==> src/pai_pkg.sv <==
// constants and types shared by the extended pointer/call execute unit
// assumes one core clock per instruction cycle and a 32-bit avalon slave port
package pai_pkg;

  // ************************************************************
  // widths
  // ************************************************************
  localparam int unsigned PTR_W  = 12;
  localparam int unsigned PC_W   = 21;
  localparam int unsigned LIT_W  = 6;
  localparam int unsigned ADDR_W = 5;

  // ************************************************************
  // opcodes
  // ************************************************************
  localparam logic [7:0]      ADD_LIT_TOP  = 8'he8;
  localparam logic [15:0]     CALL_W_WORD  = 16'h0014;
  localparam logic [3:0]      EXT_TOP_NIB  = 4'he;
  localparam logic [1:0]      RET_SEL      = 2'h3;
  localparam logic [PC_W-1:0] PC_STEP      = 21'h000002;

  // ************************************************************
  // register map (byte offsets) and fields
  // ************************************************************
  localparam logic [ADDR_W-1:0] OFS_CTRL  = 5'h00;
  localparam logic [ADDR_W-1:0] OFS_PTR0  = 5'h04;
  localparam logic [ADDR_W-1:0] OFS_PTR1  = 5'h08;
  localparam logic [ADDR_W-1:0] OFS_PTR2  = 5'h0c;
  localparam logic [ADDR_W-1:0] OFS_STAT  = 5'h10;
  localparam logic [ADDR_W-1:0] OFS_COUNT = 5'h14;

  localparam int unsigned CTRL_EXT_BIT     = 0;
  localparam int unsigned STAT_BUSY_BIT    = 0;
  localparam int unsigned STAT_BLOCKED_BIT = 1;

  localparam logic             CTRL_EXT_RST = 1'b0;
  localparam logic [PTR_W-1:0] PTR_RST      = 12'h000;
  localparam logic [15:0]      COUNT_RST    = 16'h0000;

  typedef enum logic [1:0] {
    OP_NONE,
    OP_ADD_PTR,
    OP_ADD_RET,
    OP_CALL_W
  } pai_op_t;

endpackage

==> src/pai_ext_exec.sv <==
// execute unit for pointer literal add, add-and-return and call via working reg
// assumes fetch offers one word per cycle and the core applies pc and stack strobes
//
// Local design decisions: the Avalon-MM interface to the registers and the placing of the registers.
`timescale 1ns/1ps
`default_nettype none
module pai_ext_exec
  import pai_pkg::*;
(
  // clock and reset
  input  wire logic                  clock,
  input  wire logic                  rst_n,

  // avalon-mm slave
  input  wire logic [ADDR_W-1:0]     avs_address,
  input  wire logic                  avs_read,
  input  wire logic                  avs_write,
  input  wire logic [31:0]           avs_writedata,
  output logic [31:0]                avs_readdata,
  output logic                       avs_waitrequest,

  // instruction fetch
  input  wire logic                  instr_valid,
  input  wire logic [15:0]           instr_word,
  output logic                       instr_ready,
  output logic                       instr_claimed,

  // core state
  input  wire logic [PC_W-1:0]       pc_now,
  input  wire logic [7:0]            working_reg_alias,
  input  wire logic [7:0]            pc_high_latch,
  input  wire logic [7:0]            pc_upper_latch,
  input  wire logic [PC_W-1:0]       top_of_return_stack,

  // pc and return stack control
  output logic                       pc_load,
  output logic [PC_W-1:0]            pc_load_value,
  output logic                       stack_push,
  output logic [PC_W-1:0]            stack_push_value,
  output logic                       stack_pop,

  // pointers
  output logic [PTR_W-1:0]           ptr_reg_0,
  output logic [PTR_W-1:0]           ptr_reg_1,
  output logic [PTR_W-1:0]           pointer_reg_two
);

  // ************************************************************
  // declarations
  // ************************************************************
  typedef enum logic {
    ST_RUN,
    ST_NOP
  } pai_state_t;

  // sequencing
  pai_state_t             state_q;
  pai_state_t             state_d;
  pai_op_t                op;
  logic [1:0]             op_sel;
  logic [LIT_W-1:0]       op_lit;
  logic                   ext_seen;
  logic                   accept;
  logic                   busy;

  // pointer add
  logic                   add_en;
  logic [1:0]             add_sel;
  logic [2:0][PTR_W-1:0]  ptr_all;

  // control, status and count
  logic                   ext_en_q;
  logic                   blocked_q;
  logic                   blocked_set;
  logic                   blocked_clr;
  logic [15:0]            count_q;
  logic [15:0]            count_d;

  // pc and stack strobes
  logic                   pc_load_q;
  logic [PC_W-1:0]        pc_load_value_q;
  logic                   stack_push_q;
  logic [PC_W-1:0]        stack_push_value_q;
  logic                   stack_pop_q;

  // bus
  logic                   ack_q;
  logic                   rd_capture;
  logic [31:0]            readdata_q;
  logic [31:0]            read_mux;
  logic                   bus_wr;
  logic                   ptr_wr;
  logic [1:0]             ptr_wr_sel;

  // ************************************************************
  // shared decode
  // ************************************************************
  // ops that hold fetch off for one idle cycle and take over the pc
  function automatic logic is_two_cycle(input pai_op_t o);
    return (o == OP_ADD_RET) || (o == OP_CALL_W);
  endfunction

  // ************************************************************
  // decode
  // ************************************************************
  pai_decode u_decode (
    .instr_word (instr_word),
    .ext_en     (ext_en_q),
    .op         (op),
    .sel        (op_sel),
    .lit        (op_lit),
    .ext_seen   (ext_seen)
  );

  // ************************************************************
  // instruction sequencing
  // ************************************************************
  // the second cycle of a two-cycle op refuses fetch so the core sees a nop;
  // ready is combinational so back to back plain adds never lose a cycle
  assign busy          = (state_q == ST_NOP);
  assign instr_ready   = ~busy;
  assign accept        = instr_valid & instr_ready;
  assign instr_claimed = accept & (op != OP_NONE);

  // two states suffice: the only wait any of the three ops needs is one cycle
  always_comb begin
    state_d = state_q;
    case (state_q)
      ST_RUN: begin
        if (accept && is_two_cycle(op)) begin
          state_d = ST_NOP;
        end
      end
      ST_NOP: begin
        state_d = ST_RUN;
      end
      default: begin
        state_d = ST_RUN;
      end
    endcase
  end

  always_ff @(posedge clock or negedge rst_n) begin
    if (!rst_n) begin
      state_q <= ST_RUN;
    end else begin
      state_q <= state_d;
    end
  end

  // ************************************************************
  // pointer registers
  // ************************************************************
  // plain add finishes at the accepting edge and never leaves run
  assign add_en  = accept & (op == OP_ADD_PTR || op == OP_ADD_RET);
  assign add_sel = (op == OP_ADD_RET) ? 2'd2 : op_sel;

  // a bus write meeting an add to the same pointer is lost; software must
  // keep pointer writes clear of code that is adjusting them
  assign bus_wr = avs_write & ack_q;
  assign ptr_wr = bus_wr & (avs_address == OFS_PTR0 ||
                            avs_address == OFS_PTR1 ||
                            avs_address == OFS_PTR2);

  always_comb begin
    case (avs_address)
      OFS_PTR1: ptr_wr_sel = 2'd1;
      OFS_PTR2: ptr_wr_sel = 2'd2;
      default:  ptr_wr_sel = 2'd0;
    endcase
  end

  pai_ptr_file u_ptr (
    .clock   (clock),
    .rst_n   (rst_n),
    .add_en  (add_en),
    .add_sel (add_sel),
    .add_lit (op_lit),
    .wr_en   (ptr_wr),
    .wr_sel  (ptr_wr_sel),
    .wr_data (avs_writedata[PTR_W-1:0]),
    .ptr_q   (ptr_all)
  );

  assign ptr_reg_0       = ptr_all[0];
  assign ptr_reg_1       = ptr_all[1];
  assign pointer_reg_two = ptr_all[2];

  // ************************************************************
  // pc and return stack strobes
  // ************************************************************
  // one-cycle pulses in the cycle after acceptance, i.e. during the idle cycle;
  // the stack lives in the core, this unit only names value and direction
  always_ff @(posedge clock or negedge rst_n) begin
    if (!rst_n) begin
      pc_load_q <= 1'b0;
    end else begin
      pc_load_q <= accept & is_two_cycle(op);
    end
  end

  always_ff @(posedge clock or negedge rst_n) begin
    if (!rst_n) begin
      stack_pop_q <= 1'b0;
    end else begin
      stack_pop_q <= accept & (op == OP_ADD_RET);
    end
  end

  always_ff @(posedge clock or negedge rst_n) begin
    if (!rst_n) begin
      stack_push_q <= 1'b0;
    end else begin
      stack_push_q <= accept & (op == OP_CALL_W);
    end
  end

  // no path here reaches the status flags or any shadow copy of w, status, bank
  always_ff @(posedge clock or negedge rst_n) begin
    if (!rst_n) begin
      pc_load_value_q <= '0;
    end else if (accept && op == OP_ADD_RET) begin
      pc_load_value_q <= top_of_return_stack;
    end else if (accept && op == OP_CALL_W) begin
      // old low byte is dropped, the latches supply the upper bytes
      pc_load_value_q <= {pc_upper_latch[4:0],
                          pc_high_latch,
                          working_reg_alias};
    end
  end

  always_ff @(posedge clock or negedge rst_n) begin
    if (!rst_n) begin
      stack_push_value_q <= '0;
    end else if (accept && op == OP_CALL_W) begin
      stack_push_value_q <= pc_now + PC_STEP;
    end
  end

  assign pc_load          = pc_load_q;
  assign pc_load_value    = pc_load_value_q;
  assign stack_push       = stack_push_q;
  assign stack_push_value = stack_push_value_q;
  assign stack_pop        = stack_pop_q;

  // ************************************************************
  // control and status
  // ************************************************************
  // register map, byte offsets on the 32-bit slave port:
  //   00 control, bit 0 lets the extended words through, clear after reset
  //   04, 08, 0c pointers 0, 1 and 2, twelve bits, read and write
  //   10 status, bit 0 idle cycle under way, bit 1 sticky blocked flag
  //   14 claimed instruction count, sixteen bits, wraps
  //   other offsets read zero and ignore writes
  //
  // a software enable stands in for a configuration fuse so tests can flip it
  always_ff @(posedge clock or negedge rst_n) begin
    if (!rst_n) begin
      ext_en_q <= CTRL_EXT_RST;
    end else if (bus_wr && avs_address == OFS_CTRL) begin
      ext_en_q <= avs_writedata[CTRL_EXT_BIT];
    end
  end

  // sticky: an extended word offered while disabled; write one to clear,
  // a fresh event in the clearing cycle keeps the flag set
  assign blocked_set = accept & ext_seen & ~ext_en_q;
  assign blocked_clr = bus_wr & (avs_address == OFS_STAT) & avs_writedata[STAT_BLOCKED_BIT];

  always_ff @(posedge clock or negedge rst_n) begin
    if (!rst_n) begin
      blocked_q <= 1'b0;
    end else if (blocked_set) begin
      blocked_q <= 1'b1;
    end else if (blocked_clr) begin
      blocked_q <= 1'b0;
    end
  end

  // wraps silently; software compares differences, not absolute values
  assign count_d = count_q + 16'h0001;

  always_ff @(posedge clock or negedge rst_n) begin
    if (!rst_n) begin
      count_q <= COUNT_RST;
    end else if (instr_claimed) begin
      count_q <= count_d;
    end
  end

  // ************************************************************
  // avalon slave
  // ************************************************************
  // fixed one wait state: ack rises on the first edge, which also captures
  // read data, so waitrequest is low for the second edge where a write lands;
  // a master that keeps its request up past that edge starts a new transfer
  assign avs_waitrequest = (avs_read | avs_write) & ~ack_q;
  assign rd_capture      = avs_read & ~ack_q;

  always_comb begin
    read_mux = 32'h00000000;
    case (avs_address)
      OFS_CTRL:  read_mux[CTRL_EXT_BIT] = ext_en_q;
      OFS_PTR0:  read_mux[PTR_W-1:0] = ptr_all[0];
      OFS_PTR1:  read_mux[PTR_W-1:0] = ptr_all[1];
      OFS_PTR2:  read_mux[PTR_W-1:0] = ptr_all[2];
      OFS_STAT: begin
        read_mux[STAT_BUSY_BIT]    = busy;
        read_mux[STAT_BLOCKED_BIT] = blocked_q;
      end
      OFS_COUNT: read_mux[15:0] = count_q;
      default:   read_mux = 32'h00000000;
    endcase
  end

  always_ff @(posedge clock or negedge rst_n) begin
    if (!rst_n) begin
      ack_q <= 1'b0;
    end else begin
      ack_q <= (avs_read | avs_write) & ~ack_q;
    end
  end

  // read data holds until the next read, so a late look still sees it
  always_ff @(posedge clock or negedge rst_n) begin
    if (!rst_n) begin
      readdata_q <= 32'h00000000;
    end else if (rd_capture) begin
      readdata_q <= read_mux;
    end
  end

  assign avs_readdata = readdata_q;

endmodule // pai_ext_exec
`default_nettype wire

==> src/pai_decode.sv <==
// combinational opcode decoder for the three extended instructions
// assumes the instruction word is stable while instr_valid is high
`timescale 1ns/1ps
`default_nettype none
module pai_decode
  import pai_pkg::*;
(
  // instruction
  input  wire logic [15:0]      instr_word,
  input  wire logic             ext_en,
  // decoded fields
  output pai_op_t               op,
  output logic [1:0]            sel,
  output logic [LIT_W-1:0]      lit,
  output logic                  ext_seen
);

  function automatic logic is_add_lit(input logic [15:0] w);
    return w[15:8] == ADD_LIT_TOP;
  endfunction

  function automatic logic is_call_w(input logic [15:0] w);
    return w == CALL_W_WORD;
  endfunction

  assign sel = instr_word[7:6];
  assign lit = instr_word[5:0];
  // only the two shapes this unit handles; other extended words are not ours
  assign ext_seen = is_add_lit(instr_word) | is_call_w(instr_word);

  always_comb begin
    op = OP_NONE;
    if (ext_en) begin
      if (is_add_lit(instr_word)) begin
        op = (sel == RET_SEL) ? OP_ADD_RET : OP_ADD_PTR;
      end else if (is_call_w(instr_word)) begin
        op = OP_CALL_W;
      end
    end
  end

endmodule // pai_decode
`default_nettype wire

==> src/pai_ptr_file.sv <==
// three indirect pointer registers with literal add and bus write
// assumes add and bus write may hit the same pointer in one cycle
`timescale 1ns/1ps
`default_nettype none
module pai_ptr_file
  import pai_pkg::*;
(
  // clock and reset
  input  wire logic                  clock,
  input  wire logic                  rst_n,
  // literal add
  input  wire logic                  add_en,
  input  wire logic [1:0]            add_sel,
  input  wire logic [LIT_W-1:0]      add_lit,
  // bus write
  input  wire logic                  wr_en,
  input  wire logic [1:0]            wr_sel,
  input  wire logic [PTR_W-1:0]      wr_data,
  // pointer values
  output logic [2:0][PTR_W-1:0]      ptr_q
);

  logic [PTR_W-1:0] ptr_mem_q [3];

  for (genvar g = 0; g < 3; g++) begin : g_ptr
    // the instruction wins over a colliding bus write to keep program order
    always_ff @(posedge clock or negedge rst_n) begin
      if (!rst_n) begin
        ptr_mem_q[g] <= PTR_RST;
      end else if (add_en && add_sel == 2'(g)) begin
        // unsigned literal, carry ripples into the upper bits
        ptr_mem_q[g] <= ptr_mem_q[g] + {{(PTR_W-LIT_W){1'b0}}, add_lit};
      end else if (wr_en && wr_sel == 2'(g)) begin
        ptr_mem_q[g] <= wr_data;
      end
    end
    assign ptr_q[g] = ptr_mem_q[g];
  end

endmodule // pai_ptr_file
`default_nettype wire

==> config.mk <==
export PLATFORM = sky130hd
export DESIGN_NAME = pai_ext_exec
export DESIGN_NICKNAME = d
export VERILOG_FILES = /design/src/pai_pkg.sv /design/src/pai_ext_exec.sv /design/src/pai_decode.sv /design/src/pai_ptr_file.sv
export SDC_FILE = /design/constraint.sdc
export NUM_CORES = 1
export LEC_CHECK = 0
export ABC_AREA = 1
export CORE_MARGIN = 2
export CORE_UTILIZATION = 44
export DETAILED_ROUTE_END_ITERATION = 12
export DONT_BUFFER_PORTS = 1
export SLEW_MARGIN = 20
export SYNTH_ARGS = -nofsm -noshare
export SYNTH_HDL_FRONTEND = slang
export SYNTH_HIERARCHICAL = 1
export SYNTH_SLANG_ARGS = --single-unit
==> constraint.sdc <==
create_clock -name clock -period 1.9 [get_ports clock]
set_clock_uncertainty 0.1 [all_clocks]
set_input_delay 0.19 -clock clock [delete_from_list [all_inputs] [get_ports clock]]
set_output_delay 0.19 -clock clock [all_outputs]
set_load 0.005 [all_outputs]
==> results.cfg, run 1 <==
[die]
coreArea_sq_um = 17100
die_w_um = 136
rows = 48
io_pins = 240
die_area_sq_um = 18400
die_height_um = 136
initial_core_util = 0.446

[clocking]
cts_buffer_depth = 2
cts.sinks = 117
htree_levels = 4
numCtsBuffers = 17
cts_root_buf = clkbuf_16
cts_tree = yes
clk_latency_ns = 0.42
path_clk_slew_ns = 0.06

[sta]
max_freq_ghz = 0.492
post-route-worst-setup-slack_ns = -0.133
maxSlewViolCount = 0
setup_viol = 35
period_share = 1.07
rsz0062_at_grt = yes
finalHoldViolCount = 117
fin_crit_ns = 2.03
fin_hold_ws_ns = -0.637

[pwr]
p_sw_uw = 2100
clkPwrFrac = 0.463
total_leakage_power_uw = 0.00495
vdd_drop_max_v = 0.000664
p_seq_frac = 0.373
p_int_uw = 5360
cellPowerDensity_nw_per_um2 = 742
combPwrFrac = 0.164
swShare = 0.282
total_power_uw = 7460

[global_routing]
grt_pass1_wl_mm = 38.0
grt_antenna_before_repair = 1
grt.total_usage = 0.272
grt_start_max_net_pins = 118
overflow = 0
grt_pass1_vias = 7123

[critical_path]
max_stage_delay_ns = 0.39
critPathLaunchType = register
critPathLaunch = ext_en_q
critPathMostFrequentCell = inv_4
worstPathArrival_ns = 2.30
reg2reg_from = ext_en_q
cp.required_ns = 2.16
path_class = reg2reg
end_kind = register
slowest_stage = dfrtp_1
crit_path_max_fanout = 6
crit_chain = nand2_1 > a21oi_2 > inv_2 > ha_4 > or2_4 > inv_4 > nand3_4 > inv_6 > nor2_4 > inv_4 > o22ai_2 > o21bai_1 > inv_1

[drt]
avgRoutedWirePerCell_um = 17.1
drtPass1Iterations = 7
drc = 0
vias = 7437
drt_first_iter_violations = 543
viasPerCell = 5.13
wl_mm = 24.8
antenna_left = 0

[final_layout]
multi_input_area_sq_um = 4330
n_antenna_cell = 0
drive_gt1_frac = 0.162
n_fill_cell = 1559
fin_util = 0.588
nNetsFinal = 1361
syn_to_final_growth_pct = 31.8
regArea_sq_um = 2930

[hold_path]
hold_path.class = in2async

[synth]
synthTopCellsByArea = dfrtp_1, nand2_1, inv_1, nor2_1, nand3_1
ys_warn_count = 6
ys.flop_type = dfrtp_1
synth.distinct_cells = 45
ys_seq_elements = 117
synth_edf_count = 0
yosysMostFrequentCell = nand2_1
synth_seq_area_share = 0.384
yosysTopAreaCell = dfrtp_1
synth-async-reset-ratio = 1.00
synthDominantCellAreaShare = 0.384
mappedNetlistArea_sq_um = 7630
synth_common_cells = nand2_1, dfrtp_1, inv_1
synthCells = 1069
syn_avg_cell_area_sq_um = 7.14

[place]
dp_hpwl_mm = 18.0
gp_congestion = 0.973
io_buffers = 0

[outcome]
status = finished with violations
violations = negative hold slack, negative setup slack

[job]
drv_cap = 0
## worst max-delay path, delay by kind of cell (launching register included)
| family | cells | cell delay (ns) |
|---|---|---|
| AOI/OAI and AO/OA | 3 | 0.36 |
| adders and majority gates | 1 | 0.17 |
| buffers and inverters | 5 | 0.42 |
| DFF | 1 | 0.39 |
| and+or+nand+nor | 4 | 0.52 |
## area by class of cell
cell class	count	share of cell area
well taps	225	0.0280
inverters	110	0.0443
repair buffers	152	0.143
clock buffers	17	0.0423
clock inverters	15	0.0204
multi-input cells	813	0.431
flip-flops and latches	117	0.291
## stage by stage
stage / setup TNS, ns / setup slack (ns) / hold WS [ns] / cell area (sq um) / std cells
2_1_floorplan: -1.21 / -0.139 / -0.206 / 7820 / 1084
3_3_place_gp: -12.16 / -0.330 / -0.200 / 8290 / 1324
3_5_place_dp: -15.22 / -0.397 / -0.201 / 8290 / 1324
4_1_cts: -2.45 / -0.117 / -0.657 / 9860 / 1442
5_1_grt: -5.95 / -0.222 / -0.653 / 10100 / 1449
6_report: -2.62 / -0.133 / -0.637 / 10100 / 1449
## power groups by stage
stage | clock, uW | combinational (uW) | sequential (uW)
floorplan | 0 | 716 | 2790
detailed placement | 0 | 992 | 2830
finish | 3460 | 1220 | 2780
CTS | 3500 | 1160 | 2780
global placement | 0 | 1000 | 2830
global route | 3620 | 1350 | 2800
## routing by layer
| metal | GRT usage | up-vias | part of all wire |
|---|---|---|---|
| met1 | 0.339 | 3395 | 0.41 |
| met3 | 0.0715 | 52 | 0.079 |
| met2 | 0.443 | 307 | 0.47 |
| li1 | - | 3681 | - |
| met5 | 0 | - | 0.00048 |
| met4 | 0.122 | 2 | 0.038 |
## what timing repair did
| action | CTS | global route |
|---|---|---|
| hold endpoints to repair | 183 | 122 |
| pin swaps | 19 | 16 |
| resized for setup | 23 | 39 |
| buffers inserted | 4 | 6 |
| endpoints found under the setup margin | 37 | 74 |
| hold buffers | 82 | 2 |
## cells in the final DEF (no fill, tap or decap), types with 17 or more instances in the layout
cell type,netlist,layout
buf_4,27,55
a21oi_1,42,38
dfrtp_1,117,117
inv_1,100,91
o21ai_0,50,46
nor2_1,96,90
nand3_1,62,47
dlygate4sd3_1,0,84
clkbuf_16,0,17
nand2_1,386,374
xor2_1,19,19
nand3_2,3,18
ha_1,23,20
## cell families (layout without fill, tap and decap cells)
group,count (synthesis),in the layout,synth area share
compound gates,140,140,0.104
xor+xnor,33,33,0.0379
fa+ha+maj,26,26,0.0456
buf+inv,154,294,0.0923
flops,117,117,0.384
mux,1,1,0.00148
other cells,1,16,0.000492
simple gates,597,597,0.334
## flip-flops by register name (all words and copies together), names as in the netlist
register and cells:
stack_push 1, stack_pop 1, ack_q 1, blocked_q 1, pc_load 1, ext_en_q 1, avs_readdata 16, busy 1
stack_push_value 21, pc_load_value 21, count_q 16, u_ptr/ptr_q 36
## path summary, 6_finish.rpt
check,depth (start not counted),to,slack [ns]
min in group clock,6,stack_push_value[20],0.03
max in group asynchronous,0,count_q[15],2.10
worst max-delay path,13,u_ptr/ptr_q[5],-0.13
worst min register to register,1,ack_q,0.38
worst max register to register,13,u_ptr/ptr_q[5],-0.13
worst min-delay path,0,avs_readdata[7],-0.64
No activity file was read; power rests on OpenSTA's default activity.
==> inputs of run 2 (changes only) <==
--- a/config.mk
+++ b/config.mk
@@ -15,3 +15,4 @@
 export SYNTH_HDL_FRONTEND = slang
 export SYNTH_HIERARCHICAL = 1
 export SYNTH_SLANG_ARGS = --single-unit
+export TNS_END_PERCENT = 10
==> run 2 against run 1 <==
Against the previous run:
- the run still ends with negative hold slack, negative setup slack left
- sequential share of layout area up 0.34 points
- sequential cell count unchanged
- highest routed layer is now met4
- first-iteration DRC count down 27%
- critical endpoint is now u_ptr/ptr_q[2]
- via count down 0.28%
- sequential power about the same
- non-clock buffer count up 2
==> results.cfg, run 2 (synthesized netlist as in run 1, its figures left out) <==
[global_routing]
grt.total_usage = 0.270
overflow = 0
grt_antenna_before_repair = 0
grt_pass1_vias = 7183
grt_start_max_net_pins = 118
grt_pass1_wl_mm = 38.2

[drt]
wl_mm = 24.4
viasPerCell = 5.11
avgRoutedWirePerCell_um = 16.8
vias = 7416
drtPass1Iterations = 4
antenna_left = 0
drt_first_iter_violations = 395
drc = 0

[critical_path]
path_class = reg2reg
cp_num_buf_inv = 3
crit_path_max_fanout = 5
cp.required_ns = 2.12
worstPathArrival_ns = 2.22
crit_chain = nand2_1 > a21oi_2 > inv_2 > ha_4 > and3_4 > nand3_4 > inv_4 > nor2_4 > buf_6 > a221oi_2
end_kind = register
slowest_stage = dfrtp_1
crit_family = simple AND/OR/NAND/NOR gates
max_stage_delay_ns = 0.37
critPathLaunchType = register

[outcome]
status = finished with violations
violations = negative hold slack, negative setup slack

[sta]
finalHoldViolCount = 117
max_freq_ghz = 0.499
finalSetupTns_ns = -1.23
period_share = 1.05
post-route-worst-setup-slack_ns = -0.103
rsz0062_at_grt = yes
maxSlewViolCount = 0
setup_viol = 27
fin_hold_ws_ns = -0.624
fin_crit_ns = 2.00

[die]
die_height_um = 136
rows = 48
initial_core_util = 0.446
coreArea_sq_um = 17100
io_pins = 240
die_w_um = 136
die_area_sq_um = 18400

[clocking]
cts_buffer_depth = 2
clk_latency_ns = 0.41
path_clk_slew_ns = 0.05
numCtsBuffers = 17
cts.sinks = 117
cts_root_buf = clkbuf_16
cts_tree = yes
ctsHoldBuffers = 82
htree_levels = 4

[pwr]
total_leakage_power_uw = 0.00491
vdd_drop_max_v = 0.000608
cellPowerDensity_nw_per_um2 = 731
total_power_uw = 7270

[place]
dp_hpwl_mm = 17.6
gp_congestion = 0.929
placed_cells = 1335
io_buffers = 0

[final_layout]
syn_to_final_growth_pct = 30.3
nNetsFinal = 1363
fin_cells = 1451
largest_register_ff_count = 36
fin_util = 0.581
n_antenna_cell = 0
drive_gt1_frac = 0.148
most-common-layout-cells = nand2_1, dfrtp_1, inv_1
final_common_cell = nand2_1

[hold_path]
hold_path.class = in2async

[job]
drv_cap = 0
==> run 2: cell type report <==
class                      instances  area [sq um]
fill                            1604          7170
multi-input combinational        813          4240
clock buffer                      20           457
clock inverter                    12           153
sequential                       117          2930
inverter                         110           443
tap                              225           282
timing repair buffer             154          1440
==> run 2: per-stage QoR <==
step                      setup slack (ns)  hold WS (ns)  instance area [sq um]
after floorplan                     -0.140        -0.206                   7750
after global placement              -0.376        -0.201                   8320
after detailed placement            -0.441        -0.201                   8320
after CTS                           -0.110        -0.647                   9820
after global routing                -0.210        -0.656                   9940
final                               -0.103        -0.624                   9940
==> run 2: metal layers <==
layer	global-route usage	part of all wire
met3	0.0808	0.081
met1	0.330	0.41
met2	0.439	0.47
met4	0.122	0.037
met5	0	0
==> run 2: worst register-to-register path, delay by kind of cell (launching register included) <==
family	cells	cell delay, ns
AO/OA/AOI/OAI	2	0.35
flip-flops	1	0.37
buffers and inverters	3	0.33
adder cells (fa/ha/maj)	1	0.26
AND/OR/NAND/NOR	4	0.51
==> run 2: final timing paths <==
path                       startpoint             endpoint  slack [ns]  depth (start not counted)
setup / recovery             ext_en_q       u_ptr/ptr_q[2]       -0.10                         10
hold / removal                  rst_n      avs_readdata[5]       -0.62                          0
setup reg to reg             ext_en_q       u_ptr/ptr_q[2]       -0.10                         10
hold reg to reg                 ack_q                ack_q        0.38                          1
max in group asynchronous       rst_n            stack_pop        2.15                          0
min in group clock          pc_now[4]  stack_push_value[5]        0.01                          3
==> run 2: power by group <==
| part | total (uW) | switching [uW] | internal (uW) |
|---|---|---|---|
| sequential | 2760 | 143 | 2620 |
| combinational | 1220 | 684 | 532 |
| clock | 3290 | 1170 | 2130 |
==> run 2: what timing repair did <==
item                                    4_1_cts  5_1_grt
resized for setup                            20       26
buffers inserted                              0        2
pin swaps                                    14        9
endpoints found under the setup margin       36       43
endpoints found under the hold margin       182      117
